`config.mk`:
```
export PLATFORM = sky130hd
export DESIGN_NAME = pea_host
export DESIGN_NICKNAME = d
export VERILOG_FILES = /design/src/design/pea_pkg.sv /design/src/design/pea_cyc_if.sv /design/src/design/pea_strobe.sv /design/src/design/pea_host.sv
export SDC_FILE = /design/constraint.sdc
export NUM_CORES = 1
export LEC_CHECK = 0
export ABC_CLOCK_PERIOD_IN_PS = 2660
export BUFFER_PORTS_ARGS = -buffer_cell sky130_fd_sc_hd__buf_2
export CAP_MARGIN = 0
export CORE_UTILIZATION = 54
export CTS_BUF_LIST = sky130_fd_sc_hd__clkbuf_8 sky130_fd_sc_hd__clkbuf_16
export CTS_CLUSTER_SIZE = 10
export DETAILED_ROUTE_END_ITERATION = 8
export GPL_TIMING_DRIVEN = 1
export PLACE_DENSITY_LB_ADDON = 0.08
export REMOVE_ABC_BUFFERS = 1
export SLEW_MARGIN = 20
export SYNTH_ARGS = -nofsm -noshare
export SYNTH_HDL_FRONTEND = slang
export SYNTH_SLANG_ARGS = --single-unit
```
`constraint.sdc`:
```
create_clock -name ref_clk_i -period 2.66 [get_ports ref_clk_i]
set_clock_uncertainty 0.2 [all_clocks]
set_input_delay 0.133 -clock ref_clk_i [delete_from_list [all_inputs] [get_ports ref_clk_i]]
set_output_delay 0.133 -clock ref_clk_i [all_outputs]
set_load 0.005 [all_outputs]
```
`src/design/pea_pkg.sv`:
```
/*
 Shared constants of the parallel EEPROM host: widths, page geometry,
 strobe timing and the counts derived from them at the 250 MHz clock.
 Assumes a single clock domain; no registers reachable by software.
*/
package pea_pkg;
   localparam int CLK_MHZ = 250;
   localparam int ADDR_W = 17;
   localparam int DATA_W = 8;
   localparam int PAGE_LSB = 8;
   localparam int PAGE_BYTES = 256;
   localparam int POLL_BIT = 7;
   localparam int TOGGLE_BIT = 6;
   // Strobe phases in ns, rounded up to whole cycles
   localparam int T_SETUP_NS = 20;
   localparam int T_WE_LOW_NS = 100;
   localparam int T_ACC_NS = 120;
   localparam int T_HOLD_NS = 20;
   localparam logic [7:0] SETUP_CYC = 8'((T_SETUP_NS * CLK_MHZ + 999) / 1000);
   localparam logic [7:0] WE_LOW_CYC = 8'((T_WE_LOW_NS * CLK_MHZ + 999) / 1000);
   localparam logic [7:0] ACC_CYC = 8'((T_ACC_NS * CLK_MHZ + 999) / 1000);
   localparam logic [7:0] HOLD_CYC = 8'((T_HOLD_NS * CLK_MHZ + 999) / 1000);
   // Byte load window and worst programming time
   localparam int T_LOAD_WIN_US = 100;
   localparam int LOAD_WIN_CYC = T_LOAD_WIN_US * CLK_MHZ;
   localparam int T_PROG_MAX_US = 10000;
   localparam int PROG_MAX_CYC = T_PROG_MAX_US * CLK_MHZ;
   localparam int WIN_MARGIN_CYC = 64;
   localparam int TMR_W = 22;
endpackage : pea_pkg

```
`src/design/pea_cyc_if.sv`:
```
/*
 Link between the host sequencer and the pin strobe generator.
 Assumes both ends share ref_clk_i; start, done and we_fell are pulses.
*/
`timescale 1ns/1ps
`default_nettype none
interface pea_cyc_if;
   logic start;
   logic wr;
   logic [pea_pkg::ADDR_W-1:0] addr;
   logic [pea_pkg::DATA_W-1:0] wdata;
   logic done;
   logic we_fell;
   logic [pea_pkg::DATA_W-1:0] rdata;
   modport ctl (output start, wr, addr, wdata, input done, we_fell, rdata);
   modport cyc (input start, wr, addr, wdata, output done, we_fell, rdata);
endinterface : pea_cyc_if
`default_nettype wire

```
`src/design/pea_strobe.sv`:
```
/*
 Generates one read or write bus cycle on the memory pins.
 Assumes start comes only while idle; data_i is synchronous to the clock.
*/
`timescale 1ns/1ps
`default_nettype none
module pea_strobe (
   // Clock and reset
   input wire logic ref_clk_i,
   input wire logic nrst_i,
   // Sequencer side
   pea_cyc_if.cyc cyc,
   // Memory pins
   output logic ce_n_o,
   output logic oe_n_o,
   output logic we_n_o,
   output logic [pea_pkg::ADDR_W-1:0] addr_o,
   output logic [pea_pkg::DATA_W-1:0] data_o,
   output logic data_oe_n_o,
   input wire logic [pea_pkg::DATA_W-1:0] data_i
);
   typedef enum logic [1:0] {
      ST_IDLE = 2'b00, ST_SETUP = 2'b01, ST_ACT = 2'b10, ST_HOLD = 2'b11
   } pea_st_t;
   pea_st_t st_reg, st_next;
   logic [7:0] cnt_reg, cnt_next;
   logic wr_reg, wr_next;
   logic ce_n_next, oe_n_next, we_n_next, doe_n_next;
   logic [pea_pkg::ADDR_W-1:0] addr_next;
   logic [pea_pkg::DATA_W-1:0] data_next, rdata_next;
   logic done_next, fell_next;

   // Phase sequencing of the pins
   always_comb begin
      st_next = st_reg;
      cnt_next = cnt_reg - 8'd1;
      wr_next = wr_reg;
      ce_n_next = ce_n_o;
      oe_n_next = oe_n_o;
      we_n_next = we_n_o;
      doe_n_next = data_oe_n_o;
      addr_next = addr_o;
      data_next = data_o;
      rdata_next = cyc.rdata;
      done_next = 1'b0;
      fell_next = 1'b0;
      unique case (st_reg)
         ST_IDLE: begin
            cnt_next = cnt_reg;
            if (cyc.start) begin
               st_next = ST_SETUP;
               cnt_next = pea_pkg::SETUP_CYC - 8'd1;
               wr_next = cyc.wr;
               addr_next = cyc.addr; // [RULE1]
               data_next = cyc.wdata;
               ce_n_next = 1'b0; // [RULE2]
               doe_n_next = !cyc.wr; // [RULE5]
            end
         end
         ST_SETUP: if (cnt_reg == 8'd0) begin
            st_next = ST_ACT;
            if (wr_reg) begin
               // Address settled before the strobe falls [RULE7]
               we_n_next = 1'b0; // [RULE6]
               fell_next = 1'b1;
               cnt_next = pea_pkg::WE_LOW_CYC - 8'd1; // [RULE20]
            end else begin
               oe_n_next = 1'b0; // [RULE3]
               cnt_next = pea_pkg::ACC_CYC - 8'd1;
            end
         end
         ST_ACT: if (cnt_reg == 8'd0) begin
            st_next = ST_HOLD;
            cnt_next = pea_pkg::HOLD_CYC - 8'd1;
            we_n_next = 1'b1; // Data still driven at rise [RULE8]
            oe_n_next = 1'b1; // [RULE4]
            if (!wr_reg) rdata_next = data_i;
         end
         ST_HOLD: if (cnt_reg == 8'd0) begin
            st_next = ST_IDLE;
            ce_n_next = 1'b1;
            doe_n_next = 1'b1;
            done_next = 1'b1;
         end
      endcase
   end

   // State and pin registers
   always_ff @(posedge ref_clk_i or negedge nrst_i) begin
      if (!nrst_i) begin
         st_reg <= ST_IDLE;
         cnt_reg <= 8'h00;
         wr_reg <= 1'b0;
         ce_n_o <= 1'b1;
         oe_n_o <= 1'b1;
         we_n_o <= 1'b1;
         data_oe_n_o <= 1'b1;
         addr_o <= '0;
         data_o <= '0;
         cyc.rdata <= '0;
         cyc.done <= 1'b0;
         cyc.we_fell <= 1'b0;
      end else begin
         st_reg <= st_next;
         cnt_reg <= cnt_next;
         wr_reg <= wr_next;
         ce_n_o <= ce_n_next;
         oe_n_o <= oe_n_next;
         we_n_o <= we_n_next;
         data_oe_n_o <= doe_n_next;
         addr_o <= addr_next;
         data_o <= data_next;
         cyc.rdata <= rdata_next;
         cyc.done <= done_next;
         cyc.we_fell <= fell_next;
      end
   end

   a_we_oe_excl: assert property ( // [RULE19]
      @(posedge ref_clk_i) disable iff (!nrst_i)
      !we_n_o |-> oe_n_o && !ce_n_o) else $error("write strobe bad combo");
   a_we_pulse_len: assert property ( // [RULE20]
      @(posedge ref_clk_i) disable iff (!nrst_i)
      $fell(we_n_o) |-> (!we_n_o)[*8]) else $error("write pulse short");
   a_data_at_rise: assert property ( // [RULE8]
      @(posedge ref_clk_i) disable iff (!nrst_i)
      $rose(we_n_o) |-> !data_oe_n_o && $stable(data_o))
      else $error("data lost");
   a_read_no_drive: assert property ( // [RULE5]
      @(posedge ref_clk_i) disable iff (!nrst_i)
      !oe_n_o |-> data_oe_n_o && !ce_n_o) else $error("read contention");
   a_addr_stable: assert property ( // [RULE7]
      @(posedge ref_clk_i) disable iff (!nrst_i)
      !ce_n_o && $past(!ce_n_o) |-> $stable(addr_o))
      else $error("addr moved");
endmodule : pea_strobe
`default_nettype wire

```
`src/design/pea_host.sv`:
```
/*
 Host controller for a byte-wide page-mode EEPROM: single reads, byte and
 page writes with the load window kept, then toggle and bit-7 polling.
 Assumes commands are synchronous to ref_clk_i and one device on the pins.
*/
`timescale 1ns/1ps
`default_nettype none
// Rules of the document
// RULE1: Memory is 128K bytes; every access puts 17 address lines out.
// RULE2: No access happens unless chip-select is held low.
// RULE3: A read drives output-drive and chip-select low together.
// RULE4: The device ends a read when either strobe returns high.
// RULE5: Data lines are released whenever output-drive or chip-select is high.
// RULE6: A write has chip-select and write-strobe low, output-drive high.
// RULE7: Address is latched at the later falling strobe; keep it stable.
// RULE8: Data is latched at the first rising strobe; keep it driven.
// RULE9: Programming completes on its own; the host only waits.
// RULE10: Up to 256 byte loads form one page before programming.
// RULE11: Every load of a page keeps address bits 8 to 16 equal.
// RULE12: Next write-strobe fall comes within 100us of the previous one.
// RULE13: Without a new fall within 100us the device starts programming.
// RULE14: While busy, bit 7 of the last byte reads inverted.
// RULE15: After programming, bit 7 of the last byte reads true.
// RULE16: Bit-7 polling fails on a protected device after illegal writes.
// RULE17: While busy, bit 6 flips on every read.
// RULE18: Bit 6 stops flipping when programming ends.
// RULE19: No write with output-drive low, write-strobe or chip-select high.
// RULE20: Write-strobe low pulses under 10ns are ignored.
// RULE21: While busy, only status reads go to the device.
module pea_host #(
   parameter int LOAD_WIN_CYC = pea_pkg::LOAD_WIN_CYC,
   parameter int PROG_MAX_CYC = pea_pkg::PROG_MAX_CYC
) (
   // Clock and reset
   input wire logic ref_clk_i,
   input wire logic nrst_i,
   // Command port
   input wire logic cmd_valid_i,
   input wire logic cmd_write_i,
   input wire logic [pea_pkg::ADDR_W-1:0] cmd_addr_i,
   input wire logic [pea_pkg::DATA_W-1:0] cmd_data_i,
   output logic cmd_ready_o,
   // Answers and status
   output logic rd_valid_o,
   output logic [pea_pkg::DATA_W-1:0] rd_data_o,
   output logic busy_o,
   output logic wr_done_o,
   output logic wr_err_o,
   // Memory pins
   output logic ce_n_o,
   output logic oe_n_o,
   output logic we_n_o,
   output logic [pea_pkg::ADDR_W-1:0] addr_o,
   output logic [pea_pkg::DATA_W-1:0] data_o,
   output logic data_oe_n_o,
   input wire logic [pea_pkg::DATA_W-1:0] data_i
);
   localparam int TW = pea_pkg::TMR_W;
   localparam int PW = pea_pkg::ADDR_W - pea_pkg::PAGE_LSB;
   localparam logic [TW-1:0] WIN_GO =
      TW'(LOAD_WIN_CYC - pea_pkg::WIN_MARGIN_CYC);
   localparam logic [TW-1:0] CLOSE_AT =
      TW'(LOAD_WIN_CYC + pea_pkg::WIN_MARGIN_CYC);
   localparam logic [TW-1:0] GIVE_UP =
      TW'(LOAD_WIN_CYC + pea_pkg::WIN_MARGIN_CYC + PROG_MAX_CYC);
   localparam logic [8:0] PAGE_FULL = 9'(pea_pkg::PAGE_BYTES);

   typedef enum logic [2:0] {
      M_IDLE = 3'b000, M_BUS = 3'b001, M_OPEN = 3'b010,
      M_CLOSE = 3'b011, M_POLL = 3'b100
   } pea_mst_t;

   // Page field of an address
   function automatic logic [PW-1:0] page_of(
      input logic [pea_pkg::ADDR_W-1:0] a);
      page_of = a[pea_pkg::ADDR_W-1:pea_pkg::PAGE_LSB];
   endfunction : page_of

   pea_cyc_if cyc ();
   pea_mst_t st_reg, st_next;
   logic [TW-1:0] tmr_reg, tmr_next;
   logic [8:0] bytes_reg, bytes_next;
   logic [PW-1:0] page_reg, page_next;
   logic [pea_pkg::ADDR_W-1:0] laddr_reg, laddr_next;
   logic [pea_pkg::DATA_W-1:0] ldata_reg, ldata_next;
   logic pend_reg, pend_next, pwr_reg, pwr_next;
   logic [pea_pkg::ADDR_W-1:0] paddr_reg, paddr_next;
   logic [pea_pkg::DATA_W-1:0] pdata_reg, pdata_next;
   logic prev_reg, prev_next, have_reg, have_next;
   logic start_next, wr_next;
   logic [pea_pkg::ADDR_W-1:0] addr_next;
   logic [pea_pkg::DATA_W-1:0] wdata_next, rd_data_next;
   logic ready_next, rd_valid_next, done_next, err_next, take;

   assign take = cmd_valid_i && cmd_ready_o;

   // Sequencer: launch, page window, close and poll
   always_comb begin
      st_next = st_reg;
      tmr_next = &tmr_reg ? tmr_reg : tmr_reg + TW'(1);
      if (cyc.we_fell) tmr_next = '0; // Window restarts [RULE12]
      bytes_next = bytes_reg;
      page_next = page_reg;
      laddr_next = laddr_reg;
      ldata_next = ldata_reg;
      pend_next = pend_reg;
      pwr_next = pwr_reg;
      paddr_next = paddr_reg;
      pdata_next = pdata_reg;
      prev_next = prev_reg;
      have_next = have_reg;
      start_next = 1'b0;
      wr_next = cyc.wr;
      addr_next = cyc.addr;
      wdata_next = cyc.wdata;
      rd_data_next = rd_data_o;
      rd_valid_next = 1'b0;
      done_next = 1'b0;
      err_next = 1'b0;
      unique case (st_reg)
         M_IDLE: if (pend_reg || take) begin
            st_next = M_BUS;
            start_next = 1'b1;
            pend_next = 1'b0;
            wr_next = pend_reg ? pwr_reg : cmd_write_i;
            addr_next = pend_reg ? paddr_reg : cmd_addr_i;
            wdata_next = pend_reg ? pdata_reg : cmd_data_i;
            if (wr_next) begin
               page_next = page_of(addr_next);
               bytes_next = 9'd1;
               laddr_next = addr_next;
               ldata_next = wdata_next;
            end
         end
         M_BUS: if (cyc.done) begin
            if (!cyc.wr) begin
               rd_valid_next = 1'b1;
               rd_data_next = cyc.rdata;
               st_next = M_IDLE;
            end else if (bytes_reg == PAGE_FULL) begin
               st_next = M_CLOSE; // [RULE10]
            end else begin
               st_next = M_OPEN;
            end
         end
         M_OPEN: if (take && cmd_write_i &&
                     page_of(cmd_addr_i) == page_reg) begin
            st_next = M_BUS; // Same page keeps loading [RULE11]
            start_next = 1'b1;
            wr_next = 1'b1;
            addr_next = cmd_addr_i;
            wdata_next = cmd_data_i;
            bytes_next = bytes_reg + 9'd1;
            laddr_next = cmd_addr_i;
            ldata_next = cmd_data_i;
         end else if (take) begin
            // Other page or a read waits for programming [RULE21]
            st_next = M_CLOSE;
            pend_next = 1'b1;
            pwr_next = cmd_write_i;
            paddr_next = cmd_addr_i;
            pdata_next = cmd_data_i;
         end else if (tmr_reg >= WIN_GO) begin
            st_next = M_CLOSE;
         end
         M_CLOSE: if (tmr_reg >= CLOSE_AT) begin
            // Device has begun programming by now [RULE13] [RULE9]
            st_next = M_POLL;
            start_next = 1'b1;
            wr_next = 1'b0;
            addr_next = laddr_reg;
            have_next = 1'b0;
         end
         M_POLL: if (cyc.done) begin
            // Finished when bit 6 holds and bit 7 is true [RULE17]
            if (have_reg && cyc.rdata[pea_pkg::TOGGLE_BIT] == prev_reg &&
                cyc.rdata[pea_pkg::POLL_BIT] ==
                ldata_reg[pea_pkg::POLL_BIT]) begin
               st_next = M_IDLE; // [RULE15] [RULE18]
               done_next = 1'b1;
            end else if (tmr_reg >= GIVE_UP) begin
               st_next = M_IDLE; // Poll time limit ends the wait [RULE16]
               err_next = 1'b1;
            end else begin
               start_next = 1'b1; // Still busy [RULE14]
               wr_next = 1'b0;
               addr_next = laddr_reg;
               prev_next = cyc.rdata[pea_pkg::TOGGLE_BIT];
               have_next = 1'b1;
            end
         end
         default: st_next = M_IDLE;
      endcase
      ready_next = ((st_next == M_IDLE) && !pend_next) ||
         ((st_next == M_OPEN) && (tmr_next < WIN_GO) && !start_next);
   end

   // Sequencer registers
   always_ff @(posedge ref_clk_i or negedge nrst_i) begin
      if (!nrst_i) begin
         st_reg <= M_IDLE;
         tmr_reg <= '0;
         bytes_reg <= 9'h000;
         page_reg <= '0;
         laddr_reg <= '0;
         ldata_reg <= '0;
         pend_reg <= 1'b0;
         pwr_reg <= 1'b0;
         paddr_reg <= '0;
         pdata_reg <= '0;
         prev_reg <= 1'b0;
         have_reg <= 1'b0;
         cyc.start <= 1'b0;
         cyc.wr <= 1'b0;
         cyc.addr <= '0;
         cyc.wdata <= '0;
         cmd_ready_o <= 1'b0;
         rd_valid_o <= 1'b0;
         rd_data_o <= '0;
         busy_o <= 1'b0;
         wr_done_o <= 1'b0;
         wr_err_o <= 1'b0;
      end else begin
         st_reg <= st_next;
         tmr_reg <= tmr_next;
         bytes_reg <= bytes_next;
         page_reg <= page_next;
         laddr_reg <= laddr_next;
         ldata_reg <= ldata_next;
         pend_reg <= pend_next;
         pwr_reg <= pwr_next;
         paddr_reg <= paddr_next;
         pdata_reg <= pdata_next;
         prev_reg <= prev_next;
         have_reg <= have_next;
         cyc.start <= start_next;
         cyc.wr <= wr_next;
         cyc.addr <= addr_next;
         cyc.wdata <= wdata_next;
         cmd_ready_o <= ready_next;
         rd_valid_o <= rd_valid_next;
         rd_data_o <= rd_data_next;
         busy_o <= (st_next != M_IDLE) || pend_next;
         wr_done_o <= done_next;
         wr_err_o <= err_next;
      end
   end

   // Pin strobe generator
   pea_strobe u_strobe (
      .ref_clk_i(ref_clk_i),
      .nrst_i(nrst_i),
      .cyc(cyc.cyc),
      .ce_n_o(ce_n_o),
      .oe_n_o(oe_n_o),
      .we_n_o(we_n_o),
      .addr_o(addr_o),
      .data_o(data_o),
      .data_oe_n_o(data_oe_n_o),
      .data_i(data_i)
   );

   a_page_kept: assert property ( // [RULE11]
      @(posedge ref_clk_i) disable iff (!nrst_i)
      st_reg == M_OPEN && start_next |=> page_of(cyc.addr) == page_reg)
      else $error("page changed in load");
   a_load_pace: assert property ( // [RULE12]
      @(posedge ref_clk_i) disable iff (!nrst_i)
      st_reg == M_OPEN && start_next |-> tmr_reg < WIN_GO)
      else $error("byte load too late");
   // Pins stay quiet while the load window runs out
   a_close_wait: assert property ( // [RULE13]
      @(posedge ref_clk_i) disable iff (!nrst_i)
      st_reg == M_CLOSE |-> ce_n_o && we_n_o)
      else $error("pins active while window closes");
   a_busy_no_wr: assert property ( // [RULE21]
      @(posedge ref_clk_i) disable iff (!nrst_i)
      (st_reg == M_POLL || st_reg == M_CLOSE) |-> !(start_next && wr_next))
      else $error("write while programming");
   a_page_limit: assert property ( // [RULE10]
      @(posedge ref_clk_i) disable iff (!nrst_i)
      bytes_reg <= PAGE_FULL) else $error("page overfilled");
endmodule : pea_host
`default_nettype wire

```
# After elaboration in Yosys (flattened, before gate mapping)
# Cells that the tools add are included.
[totals]
in_bits = 37
reg_bits = 187
wordCells = 205
[classes]
order_cmp = 4
n_reduce_logical = 39
n_mux = 95
n_eq_ne = 25
n_bitwise = 5
addsub = 3
[op_table]
columns = ["operator", "n"]
rows = [
  ["$mux 17", 9],
  ["$pmux 17 s4", 1],
  ["$mux 8", 8],
  ["$ge 22x15->1 const B", 2],
  ["$mux 22", 2],
  ["$mux 1", 42],
  ["$pmux 17 s2", 1],
  ["$pmux 8 s2", 2],
  ["$mux 3", 10],
  ["$mux 9", 3],
  ["$pmux 8 s3", 1],
  ["$add 22x1->22 const B", 1],
  ["$ge 22x22->1 const B", 1],
  ["$lt 22x15->1 const B", 1],
  ["$reduce_and 22->1", 1],
  ["$reduce_and 4->1", 5],
  ["$pmux 9 s2", 1],
  ["$reduce_and 3->1", 6],
  ["$ne 2x2->1 const B", 8],
  ["$pmux 3 s5", 1],
  ["$pmux 1 s2", 6],
  ["$mux 2", 5],
  ["$ne 2x1->1 const B", 5],
  ["$add 9x1->9 const B", 1],
  ["other kinds (24)", 48],
]

# Longest topological paths before layout
[depth]
word_depth = 10
depth_mapped = 11
ltp_nobuf = 10

# Cells and area by module
# Synthesis repeated with hierarchy kept, for this count alone.
[hier_totals]
cells_unflattened = 797
hier_area_um2 = 8767.2
[by_module_without_submodules]
columns = ["mod", "area_each_um2", "n_inst", "cells_each"]
rows = [
  ["pea_host", 6541.3, 1, 624],
  ["pea_strobe", 2225.9, 1, 173],
]

# Worst setup path before layout
# OpenSTA, ideal clock, no wires.
[synth_timing]
path_kind = "register -> register"
from = "register tmr_reg[13]"
to = "register cmd_ready_o"
t_required_ns = 2.365
setup_ns = 0.095
path_slack_ns = 0.062
period_less_slack_ns = 2.598
path_stages_with_launch = 11
t_arrival_ns = 2.303
path_cell_list = "dfrtp_1 > clkbuf_2 > and4_1 > and4_1 > buf_4 > a21o_4 > nor3_1 > xnor2_1 > o21ai_0 > or4_1 > o31ai_1"
[synth_via]
elab_chain_cells = 9
word_cells_on_any_way = 28
cone_classes = "add/sub (1); order compare (4); eq/ne (1); mux (15); reduce/logical (7)"
[synth_rtl]
columns = ["item", "line", "rtl"]
rows = [
  ["start: declaration", "pea_host.sv:81", "logic [TW-1:0] tmr_reg, tmr_next;"],
  ["start signal: assignment", "pea_host.sv:225", "tmr_reg <= tmr_next;"],
  ["branches (longest 8 deep; another with $add 22x1->22)", "-", ""],
  ["$logic_or 1x1->1 *", "pea_host.sv:194", "ready_next = ((st_next == M_IDLE) && !pend_next) ||"],
  ["via ready_next", "pea_host.sv:93", "logic ready_next, rd_valid_next, done_next, err_next, take;"],
  ["end signal: assignment", "pea_host.sv:240", "cmd_ready_o <= ready_next;"],
  ["end: declaration", "pea_host.sv:42", "output logic cmd_ready_o,"],
]
# Mark *: on every way through the listed nets, which the timed path passes.
# A chain may end at the register's enable or synchronous reset.

# Final worst setup path
[layout_timing]
from = "register tmr_reg[1]"
to = "register cmd_ready_o"
# The elaborated chain is that of the path after synthesis.

==> impl_metrics.ini <==
[outcome]
status = finished clean

[setup_path]
arrival_ns = 2.72
r2r_cells = 9
cp.required_ns = 2.79
crit_type = reg2reg
crit_path_end_kind = register
cp_max_fo = 5
crit_path_start_kind = register

[route]
ant_nets = 0
wl_per_cell_um = 16.21
drt_first_pass_iters = 5
drt_wl_total_mm = 18.37
vias_per_cell = 5.574
num_vias = 6315
drc_errors = 0
drtIter0Drc = 333

[sta]
slew_viol_final = 0
clock.fmax_mhz = 385.8
period_share = 0.9744
hold_ws_ns = 0.03735
finalHoldViolations = 0
slew_headroom = 0.6200
tns_ns = 0
rsz0062_at_grt = yes
setup_viol = 0
tightestPinTransition_ns = 0.5700
finalCriticalPeriod_ns = 2.592

[yosys]
synth_top_area_share = 0.5224
synth_edf_count = 0
ys_warn_count = 0
yosysSeqAreaShare = 0.5349
synthArstFlopShare = 1.000
synthFlopType = dfrtp_1
synth_cell_type_count = 59
synth-seq-cells = 180
syn_area_mm2 = 0.008431
avgSynthCellArea_um2 = 10.66
netlist_instances = 791
synth_area_leaders = dfrtp_1 (52%), mux2_2 (9.1%), nor2_1 (4.5%), mux2i_1 (4.3%), a21oi_1 (3.9%)
synth_largest_area_cell = dfrtp_1

[final_layout]
largest_register_ffs = 22
antenna_cells = 0
final_nets = 978
area_growth_pct = 21.59
fin_area_mm2 = 0.01025
drive_gt1_frac = 0.2646
n_fill_cell = 1181

[global_route]
grt_pass1_wl_mm = 30.75
grt_overflow_total = 0
first_global_vias = 6274
gr-usage-all-layers = 0.2424
antenna_found_initial = 0
grt_max_degree = 60

[placement]
placed_area_mm2 = 0.009249
gp_congestion = 0.8523
hpwl_mm = 12.73
numPortBuffers = 78

[power]
leakagePower_nw = 4.864
vdd_drop_max_uv = 423.3
powerDensity_mw_per_mm2 = 530.1
fin_total_pwr_mw = 5.434

[die]
die_y_um = 127.0
initial_utilization = 0.5546
dieArea_mm2 = 0.01612
die_w_um = 127.0
coreArea_mm2 = 0.01520
io_pins = 79
rows = 45

[cts]
cts_buffers = 17
clockRootBuffer = clkbuf_16
cts_buffer_depth = 2
numClockSinks = 180
clk_pin_slew_ns = 0.06
htree_num_levels = 4
clk_latency_ns = 0.43
cts_tree = built

[flow_run]
maxCapViolCount = 0

[worst_hold_path]
hp-class = in2async
## cells in the mapped netlist (7+ instances only)
cell type and instances:
dfrtp_1 176, nor2_1 100, mux2_2 68, a21oi_1 66, nand2_1 62, o21ai_0 44
mux2i_1 36, clkbuf_1 25, xnor2_1 23, inv_1 17, nand4_1 17, nor3_1 14
xor2_1 11, nand3_1 10, ha_1 9, nor4_1 7
## metal layers
layer / GRT usage / vias to the layer above / part of all wire / routed length, um
met5: 0 / - / 0 / 0
met4: 0.08123 / 0 / 0.016 / 295
met3: 0.04007 / 26 / 0.026 / 482
met2: 0.3998 / 132 / 0.48 / 8894
met1: 0.3272 / 3099 / 0.47 / 8697
li1: - / 3058 / - / -
## worst paths after layout
check	start	to	slack [ns]
hold reg to reg	cyc.addr[13]$_DFFE_PN0P_	cyc.addr[13]$_DFFE_PN0P_	0.28
max in group asynchronous	nrst_i	u_strobe.data_oe_n_o$_DFFE_PN1P_	1.47
setup reg to reg	tmr_reg[1]$_DFFE_PN0P_	cmd_ready_o$_DFF_PN0_	0.07
setup / recovery	tmr_reg[1]$_DFFE_PN0P_	cmd_ready_o$_DFF_PN0_	0.07
min in group ref_clk_i	data_i[6]	u_strobe.cyc.rdata[6]$_DFFE_PN0P_	0.27
hold / removal	nrst_i	cyc.wdata[0]$_DFFE_PN0P_	0.04
## area by class of cell
type                       count  area (um2)  share of cell area
clock buffer                  17       425.4             0.04150
clock inverter                15       176.4             0.01721
inverter                      17       63.81            0.006225
multi-input combinational    552        3671              0.3581
sequential                   180        4509              0.4399
tap                          188       235.2             0.02295
timing repair buffer         164        1170              0.1141
## worst max-delay path: stages, from the launching register on
cell and delay [ns]:
dfrtp_1 0.40, ha_1 0.19, and4_4 0.28, and3_4 0.23
and2_4 0.17, nand4_1 0.11, xor2_1 0.20, o21bai_1 0.09
or4_1 0.43, o31ai_2 0.19
## placed cells by master (no fill, tap or decap), drive strengths merged, types with 3 or more instances in the layout
| cell type | count |
|---|---|
| mux2i | 36 |
| buf | 128 |
| a21o | 5 |
| nor3 | 14 |
| nor3b | 6 |
| dlygate4sd3 | 36 |
| nand3b | 5 |
| a211oi | 3 |
| xor2 | 11 |
| mux2 | 68 |
| clkbuf | 17 |
| and3 | 5 |
| or2 | 3 |
| nor2 | 100 |
| nand2b | 6 |
| ha | 9 |
| inv | 23 |
| o21ai | 44 |
| nand2 | 62 |
| o31ai | 6 |
| nand4 | 17 |
| and2 | 4 |
| and4 | 6 |
| dfrtp | 176 |
| nor4 | 9 |
| clkinv | 6 |
| dfstp | 4 |
| nor2b | 4 |
| nand3 | 10 |
| a21oi | 67 |
| a31oi | 4 |
| xnor2 | 23 |
## per-stage QoR
stage,utilization,cells,worst slack (ns)
after floorplan,-,749,-0.9235
after global placement,0.6084,1064,0.08339
after detailed placement,0.6084,1064,-0.01849
after CTS,0.6718,1132,0.002230
after global routing,0.6743,1133,-0.04852
final,0.6743,1133,0.06797
## repair_timing
action | 4_1_cts | 5_1_grt
buffers inserted | 0 | 1
setup endpoints to repair | 1 | 10
resized for setup | 2 | 8
pin swaps | 0 | 2
endpoints found under the hold margin | 242 | 0
hold buffers | 36 | 0
## power breakdown
group / internal, mW / total [mW] / switching, mW
clock network: 1.41 / 2.53 / 1.12
registers: 2.74 / 2.75 / 0.00378
logic: 0.0737 / 0.159 / 0.0848
total: 4.23 / 5.43 / 1.20
## logic make-up after synthesis
kind of cell,after synthesis,synth area share
muxes,104,0.1336
xor gates and xnor gates,34,0.03532
AOI/OAI and AO/OA,148,0.1024
adders and majority gates,9,0.01336
buffers and inverters,59,0.03354
and+or+nand+nor,257,0.1469
DFF,180,0.5349
Power figures use the tool's default switching activity.
